===== config.mk =====
export PLATFORM = sky130hd
export DESIGN_NAME = rhgs_global_status
export DESIGN_NICKNAME = d
export VERILOG_FILES = /design/src/common/rhgs_pkg.sv /design/src/design/rhgs_global_status.sv
export VERILOG_INCLUDE_DIRS = /design/src /design/src/common
export SDC_FILE = /design/constraint.sdc
export NUM_CORES = 1
export LEC_CHECK = 0
export BUFFER_PORTS_ARGS = -buffer_cell sky130_fd_sc_hd__buf_2
export CAP_MARGIN = 20
export CORE_MARGIN = 5
export CORE_UTILIZATION = 30
export DETAILED_ROUTE_END_ITERATION = 12
export SKIP_LAST_GASP = 1
export SYNTH_ARGS = -nofsm -noshare
export SYNTH_HDL_FRONTEND = slang
export SYNTH_SLANG_ARGS = --single-unit

===== constraint.sdc =====
create_clock -name clk_sys -period 2.7 [get_ports clk_sys]
set_input_delay 0.81 -clock clk_sys [delete_from_list [all_inputs] [get_ports clk_sys]]
set_output_delay 0.81 -clock clk_sys [all_outputs]
set_load 0.05 [all_outputs]

===== src/common/rhgs_map.svh =====
// Register offsets, field positions and reset values of the root hub global status block
`ifndef RHGS_MAP_SVH
`define RHGS_MAP_SVH
`define RHGS_ADDR_W 8
`define RHGS_OFF_GLOBAL_STATUS 8'h50
`define RHGS_OFF_PORT_POWER_MASK 8'h60
`define RHGS_OFF_IRQ_STATUS 8'h64
`define RHGS_OFF_IRQ_MASK 8'h68
`define RHGS_OFF_PORT_POWER 8'h6C
`define RHGS_OFF_CONFIG 8'h70
`define RHGS_BIT_CLR_WAKE 31
`define RHGS_BIT_OC_CHANGE 17
`define RHGS_BIT_SET_POWER 16
`define RHGS_BIT_WAKE_EN 15
`define RHGS_BIT_OC_FLAG 1
`define RHGS_BIT_CLR_POWER 0
`define RHGS_BIT_CFG_PER_PORT_POWER 0
`define RHGS_BIT_CFG_PER_PORT_OC 1
`define RHGS_IRQ_OC_CHANGE 0
`define RHGS_IRQ_RESUME 1
`define RHGS_IRQ_W 2
`define RHGS_RST_WORD 32'h0000_0000
`endif


===== src/common/rhgs_pkg.sv =====
// Types shared by the root hub global status block
package rhgs_pkg;
    typedef enum logic [1:0] {
        RHGS_OPERATIONAL,
        RHGS_SUSPENDED,
        RHGS_RESUMING
    } rhgs_state_t;

    typedef struct packed {
        logic [7:0] addr;
        logic [31:0] wdata;
        logic wr;
        logic rd;
    } rhgs_bus_t;
endpackage


===== src/design/rhgs_global_status.sv =====
// Root hub global status and control register with global power strobes
// Notes on behaviour
// - Writing 1 to bit 31 clears the remote wake-up enable; writing 0 does nothing.
// - The overcurrent change flag at bit 17 is set whenever the global overcurrent flag changes.
// - Software clears the overcurrent change flag by writing 1; writing 0 leaves it.
// - Bit 16 always reads as 0.
// - In global power mode a 1 written to bit 16 powers every port; a 0 does nothing.
// - In per-port mode a 1 written to bit 16 powers only ports whose mask bit is clear.
// - With wake enable set, a connect change during suspend starts resume and a resume interrupt.
// - Writing 1 to bit 15 sets the wake enable, 0 leaves it, and a read returns it.
// - With global reporting, bit 1 reads 1 during overcurrent and 0 otherwise.
// - With per-port overcurrent protection, bit 1 always reads 0.
// - Bit 0 always reads as 0.
// - In global power mode a 1 written to bit 0 unpowers every port; a 0 does nothing.
// - In per-port mode a 1 written to bit 0 unpowers only ports whose mask bit is clear.
// - In per-port mode masked ports follow only per-port commands; unmasked ports follow global strobes.
`timescale 1ns/100ps
`include "rhgs_map.svh"
`default_nettype none
module rhgs_global_status #(
    parameter int NUM_PORTS = 2
) (
    input wire logic clk_sys,
    input wire logic srst,
    input wire logic [7:0] reg_addr,
    input wire logic [31:0] reg_wdata,
    input wire logic reg_wr,
    input wire logic reg_rd,
    output logic [31:0] reg_rdata_ff,
    input wire logic overcurrent_in,
    input wire logic [NUM_PORTS-1:0] port_connect_change,
    input wire logic suspend_req,
    input wire logic resume_done,
    output logic [NUM_PORTS-1:0] port_power_ff,
    output logic resume_event_ff,
    output logic suspended_state_ff,
    output logic resuming_state_ff,
    output logic irq_ff
);
    rhgs_pkg::rhgs_bus_t bus;
    rhgs_pkg::rhgs_state_t state_ff;
    rhgs_pkg::rhgs_state_t nxt_state;
    logic remote_wakeup_enable_ff;
    logic global_overcurrent_change_ff;
    logic oc_prev_ff;
    logic [NUM_PORTS-1:0] port_power_mask_ff;
    logic per_port_power_ff;
    logic per_port_oc_ff;
    logic [`RHGS_IRQ_W-1:0] irq_status_ff;
    logic [`RHGS_IRQ_W-1:0] irq_mask_ff;

    assign bus = '{addr: reg_addr, wdata: reg_wdata, wr: reg_wr, rd: reg_rd};

    function automatic logic hit(input logic [7:0] a, input logic [7:0] off);
        hit = (a == off);
    endfunction

    wire wr_gs = bus.wr && hit(bus.addr, `RHGS_OFF_GLOBAL_STATUS);
    wire wr_mask = bus.wr && hit(bus.addr, `RHGS_OFF_PORT_POWER_MASK);
    wire wr_imask = bus.wr && hit(bus.addr, `RHGS_OFF_IRQ_MASK);
    wire wr_pp = bus.wr && hit(bus.addr, `RHGS_OFF_PORT_POWER);
    wire wr_cfg = bus.wr && hit(bus.addr, `RHGS_OFF_CONFIG);
    wire rd_istat = bus.rd && hit(bus.addr, `RHGS_OFF_IRQ_STATUS);
    wire rd_gs = bus.rd && hit(bus.addr, `RHGS_OFF_GLOBAL_STATUS);
    wire clr_wake = wr_gs && bus.wdata[`RHGS_BIT_CLR_WAKE];
    wire set_wake = wr_gs && bus.wdata[`RHGS_BIT_WAKE_EN];
    wire clr_occ = wr_gs && bus.wdata[`RHGS_BIT_OC_CHANGE];
    wire set_pwr = wr_gs && bus.wdata[`RHGS_BIT_SET_POWER];
    wire clr_pwr = wr_gs && bus.wdata[`RHGS_BIT_CLR_POWER];
    wire [NUM_PORTS-1:0] pp_wdata = bus.wdata[NUM_PORTS-1:0];
    wire [`RHGS_IRQ_W-1:0] nxt_imask = wr_imask ? bus.wdata[`RHGS_IRQ_W-1:0] : irq_mask_ff;
    // Reported overcurrent, forced low under per-port protection
    wire global_overcurrent_flag = overcurrent_in && !per_port_oc_ff;
    wire oc_edge = global_overcurrent_flag != oc_prev_ff;
    // Ports steered by global strobes
    wire [NUM_PORTS-1:0] global_sel = per_port_power_ff ?
        ~port_power_mask_ff : {NUM_PORTS{1'b1}};
    wire wake = (state_ff == rhgs_pkg::RHGS_SUSPENDED) && remote_wakeup_enable_ff
        && (|port_connect_change);
    wire [`RHGS_IRQ_W-1:0] irq_ev = {wake, oc_edge};
    wire [31:0] gs_word = {16'h0000, remote_wakeup_enable_ff, 13'h0000,
        global_overcurrent_flag, 1'b0} | {14'h0000, global_overcurrent_change_ff,
        1'b0, 16'h0000};

    logic [NUM_PORTS-1:0] nxt_power;
    always_comb
    begin
        nxt_power = port_power_ff;
        if (wr_pp && per_port_power_ff)
        begin
            nxt_power = (port_power_ff & ~port_power_mask_ff)
                | (pp_wdata & port_power_mask_ff);
        end
        if (clr_pwr)
        begin
            nxt_power = nxt_power & ~global_sel;
        end
        if (set_pwr)
        begin
            nxt_power = nxt_power | global_sel;
        end
    end

    always_comb
    begin
        nxt_state = state_ff;
        case (state_ff)
            rhgs_pkg::RHGS_OPERATIONAL:
            begin
                if (suspend_req)
                begin
                    nxt_state = rhgs_pkg::RHGS_SUSPENDED;
                end
            end
            rhgs_pkg::RHGS_SUSPENDED:
            begin
                if (wake)
                begin
                    nxt_state = rhgs_pkg::RHGS_RESUMING;
                end
            end
            rhgs_pkg::RHGS_RESUMING:
            begin
                if (resume_done)
                begin
                    nxt_state = rhgs_pkg::RHGS_OPERATIONAL;
                end
            end
            default:
            begin
                nxt_state = rhgs_pkg::RHGS_OPERATIONAL;
            end
        endcase
    end

    logic [31:0] nxt_rdata;
    always_comb
    begin
        nxt_rdata = 32'h0000_0000;
        case (bus.addr)
            `RHGS_OFF_GLOBAL_STATUS: nxt_rdata = gs_word;
            `RHGS_OFF_PORT_POWER_MASK: nxt_rdata[NUM_PORTS-1:0] = port_power_mask_ff;
            `RHGS_OFF_IRQ_STATUS: nxt_rdata[`RHGS_IRQ_W-1:0] = irq_status_ff;
            `RHGS_OFF_IRQ_MASK: nxt_rdata[`RHGS_IRQ_W-1:0] = irq_mask_ff;
            `RHGS_OFF_PORT_POWER: nxt_rdata[NUM_PORTS-1:0] = port_power_ff;
            `RHGS_OFF_CONFIG: nxt_rdata[1:0] = {per_port_oc_ff, per_port_power_ff};
            default: nxt_rdata = 32'h0000_0000;
        endcase
        if (!bus.rd)
        begin
            nxt_rdata = 32'h0000_0000;
        end
    end

    always_ff @(posedge clk_sys)
    begin
        if (srst)
        begin
            remote_wakeup_enable_ff <= 1'b0;
            global_overcurrent_change_ff <= 1'b0;
            oc_prev_ff <= 1'b0;
        end
        else
        begin
            // Clear has priority over set for the wake enable; an overcurrent edge has priority over clear
            if (clr_wake)
                remote_wakeup_enable_ff <= 1'b0;
            else if (set_wake)
                remote_wakeup_enable_ff <= 1'b1;
            if (oc_edge)
                global_overcurrent_change_ff <= 1'b1;
            else if (clr_occ)
                global_overcurrent_change_ff <= 1'b0;
            oc_prev_ff <= global_overcurrent_flag;
        end
    end

    always_ff @(posedge clk_sys)
    begin
        if (srst)
        begin
            port_power_ff <= '0;
            port_power_mask_ff <= '0;
            per_port_power_ff <= 1'b0;
            per_port_oc_ff <= 1'b0;
            irq_mask_ff <= '0;
        end
        else
        begin
            port_power_ff <= nxt_power;
            if (wr_mask)
                port_power_mask_ff <= reg_wdata[NUM_PORTS-1:0];
            if (wr_cfg)
            begin
                per_port_power_ff <= reg_wdata[`RHGS_BIT_CFG_PER_PORT_POWER];
                per_port_oc_ff <= reg_wdata[`RHGS_BIT_CFG_PER_PORT_OC];
            end
            if (wr_imask)
                irq_mask_ff <= reg_wdata[`RHGS_IRQ_W-1:0];
        end
    end

    logic [`RHGS_IRQ_W-1:0] nxt_istat;
    assign nxt_istat = (rd_istat ? '0 : irq_status_ff) | irq_ev;

    always_ff @(posedge clk_sys)
    begin
        if (srst)
        begin
            state_ff <= rhgs_pkg::RHGS_OPERATIONAL;
            irq_status_ff <= '0;
            irq_ff <= 1'b0;
            resume_event_ff <= 1'b0;
            suspended_state_ff <= 1'b0;
            resuming_state_ff <= 1'b0;
            reg_rdata_ff <= 32'h0000_0000;
        end
        else
        begin
            state_ff <= nxt_state;
            irq_status_ff <= nxt_istat;
            irq_ff <= |(nxt_istat & nxt_imask);
            resume_event_ff <= wake;
            suspended_state_ff <= nxt_state == rhgs_pkg::RHGS_SUSPENDED;
            resuming_state_ff <= nxt_state == rhgs_pkg::RHGS_RESUMING;
            reg_rdata_ff <= nxt_rdata;
        end
    end
endmodule
`default_nettype wire


==> summary.txt <==
Global route
  – GRT overflow: 0
  – Largest net degree at the start of global routing: 23
  – Number of global-route vias before repair: 904
  – First-pass GRT wire length: 4133 microns
  – GR Util All Layers: 9.720%
  – Initial antenna violation count: 0

Yosys
  – Post-synthesis sequential area ratio: 35.69%
  – Async SR Flop Fraction: 0%
  – Mapped cell area: 0.001290 sq mm
  – Main synth FF type: dfxtp_1
  – Synth area leaders: dfxtp_1, buf_4, mux2i_1, mux2_2, nor2_1
  – Unique masters post-synth: 38
  – Post-synth EDFFs: 0
  – Post-Synthesis Cells: 141
  – Yosys top cell area share: 35.69%
  – Largest area contributor in the netlist: dfxtp_1
  – Synthesis Warnings: 0
  – Number of synthesized register bits: 23
  – Avg Cell Area, Syn: 9.149 sq um

Setup path
  – Crit path buf inv count: 1
  – Flop2flop setup slack: 1360 ps
  – Worst path top cell family by delay: simple AND/OR/NAND/NOR gates
  – RR Startpoint: per_port_power_ff$_SDFFE_PP0P_
  – Register-to-Register Path Depth: 4
  – Worst path cell trace: buf_2 > or4b_4 > nor4_4 > a31oi_1 > a32o_1
  – Critical path startpoint category: primary input
  – CP max-delay cell: or4b_4
  – CP endpoint kind: flip-flop
  – WP data required: 2860 ps
  – CP max stage delay: 610 ps
  – CP max FO: 7
  – Crit path kind: primary input to flip-flop
  – RR Endpoint: port_power_ff[0]$_SDFF_PP0_
  – Arr. time, crit path: 2360 ps

STA
  – Fin crit period: 2196 ps
  – Fmax: 455.5 MHz
  – Final setup viols: 0
  – Fin. max-slew vios: 0
  – Clock Skews: 1.142 ps
  – Crit share post-route: 81.32%
  – RSZ-0062 raised after global routing: no
  – WHS: 476.3 ps
  – Hold Fails Final Rpt: 0
  – Setup TNS: 0 ps

Detailed routing
  – DRT Pass-1 Iters: 4
  – Via count: 1004
  – Via density: 4.523
  – ANT nets after route: 0
  – Avg WL per Cell: 12.36 microns
  – # DRC: 0
  – Total Routed Length: 2745 microns
  – Initial DRC Count: 68

Placement
  – HPWL after detailed placement: 2186 microns
  – GP Congestion: 0.8197
  – # port buffers: 32

Run status
  – Status: finished clean

Clock network
  – CTS tree: done
  – Hold_buf cts: 0
  – Clock slew at reported path FFs: 80 ps
  – H-tree levels: 1
  – Clk_lat worst skew: 260 ps
  – Clk sink count: 23
  – Root buf cell: clkbuf_8
  – CTS buffer count: 3
  – # Post-CTS Setup Buffers: 0
  – Post_cts resized: 0
  – Clk buf depth: 2

Power
  – Part of the power in registers: 48.8%
  – Maximum VDD drop: 0.1285 mV
  – Comb power frac: 21.3%
  – Internal power: 0.4775 mW
  – Sw frac: 33.08%
  – Power density cells: 497.2 mW/mm^2
  – Pwr Total: 0.7135 mW
  – Sw Pwr: 0.2361 mW
  – Lkg Pwr: 0.6546 nW
  – Clk network pwr share: 29.9%

Finish
  – Layout area overhead: 11.25%
  – Final Net Count: 222
  – Most frequent cells in the layout: buf_2, conb_1, dfxtp_1
  – Antenna cell count: 0
  – Layout cells sized above 1: 28.49%
  – # fillers: 465
  – Most common cell after layout, fill and taps aside: buf_2

Floorplan
  – Row cnt: 23
  – Starting density of the core: 31.57%
  – Core area: 0.004086 sq mm
  – Die ar.: 0.005712 sq mm
  – Die Y: 75.58 microns
  – I/O Pins: 87
  – Die W: 75.58 microns

Hold path
  – Worst Hold Launch: state_ff[1]$_SDFF_PP0_
  – Endpoint, Worst Hold: state_ff[0]$_SDFF_PP0_
  – Min-Delay Path Depth: 1
  – Worst min-delay path category: flip-flop to flip-flop

Run
  – Max-Cap Viols: 0
==> synth_stat cells, types with 3 or more instances <==
cell,instances
buf_4,28
dfxtp_1,23
nor2_1,12
a21oi_1,6
mux2i_1,6
nand2_1,6
clkbuf_1,5
mux2_2,5
nand3_1,5
nor2b_1,5
nor4b_1,3
==> cell families (layout without fill, tap and decap cells) <==
group | after synthesis | count (layout) | share of synthesized area [%]
xor gates and xnor gates | 1 | 1 | 0.6791
buffers and inverters | 36 | 40 | 19.20
DFF | 23 | 23 | 35.69
AOI/OAI and AO/OA | 22 | 22 | 12.42
and+or+nand+nor | 47 | 47 | 22.70
other | 1 | 28 | 0.2907
muxes | 11 | 11 | 9.020
==> area by class of cell <==
type / instances / area (sq um) / share of cell area, %
Clock inverter: 1 / 5.005 / 0.3487
Tap cell: 50 / 62.56 / 4.359
Clock buffer: 3 / 41.29 / 2.877
Timing Repair Buffer: 34 / 175.2 / 12.21
Sequential cell: 23 / 460.4 / 32.08
Inverter: 2 / 7.507 / 0.5231
Multi-Input combinational cell: 109 / 683.2 / 47.60
==> worst max-delay path by stage <==
stage                      startpoint                                    to  cells past startpoint
final                     reg_addr[1]           port_power_ff[1]$_SDFF_PP0_                      5
after global routing      reg_addr[1]  remote_wakeup_enable_ff$_SDFFE_PP0P_                      5
after floorplan           reg_addr[1]           port_power_ff[0]$_SDFF_PP0_                      5
after CTS                 reg_addr[1]           port_power_ff[1]$_SDFF_PP0_                      5
after detailed placement  reg_addr[1]           port_power_ff[1]$_SDFF_PP0_                      5
after global placement    reg_addr[1]           port_power_ff[1]$_SDFF_PP0_                      5
==> metal layers <==
layer,up-vias,share of wire [%],GRT usage [%]
met3,5,8.7,1.979
li1,502,-,-
met1,460,43,12.17
met4,0,2.2,5.243
met2,37,46,15.63
met5,-,0,0
==> state kept, by name, summed over array words and instances (netlist names) <==
name,count
remote_wakeup_enable_ff,1
state_ff,2
global_overcurrent_change_ff,1
irq_ff,1
reg_rdata_ff,4
per_port_oc_ff,1
resuming_state_ff,1
suspended_state_ff,1
oc_prev_ff,1
resume_event_ff,1
irq_mask_ff,2
per_port_power_ff,1
port_power_ff,2
port_power_mask_ff,2
irq_status_ff,2
==> power groups by stage <==
stage / Clock [mW] / Sequential [mW] / Combinational [mW]
3_5_place_dp: 0 / 0.357 / 0.151
5_1_grt: 0.232 / 0.349 / 0.162
4_1_cts: 0.223 / 0.349 / 0.151
3_3_place_gp: 0 / 0.356 / 0.151
6_report: 0.213 / 0.348 / 0.152
2_1_floorplan: 0 / 0.360 / 0.152
==> stage by stage <==
stage	setup slack (ps)	std cells	area [sq um]	utilization, %
floorplan	382.5	168	1391	-
global placement	229.4	218	1389	33.99
detailed placement	226.7	218	1389	33.99
CTS	511.8	222	1435	35.12
global route	382.6	222	1435	35.12
finish	504.4	222	1435	35.12
No activity file was read; power rests on OpenSTA's default activity.
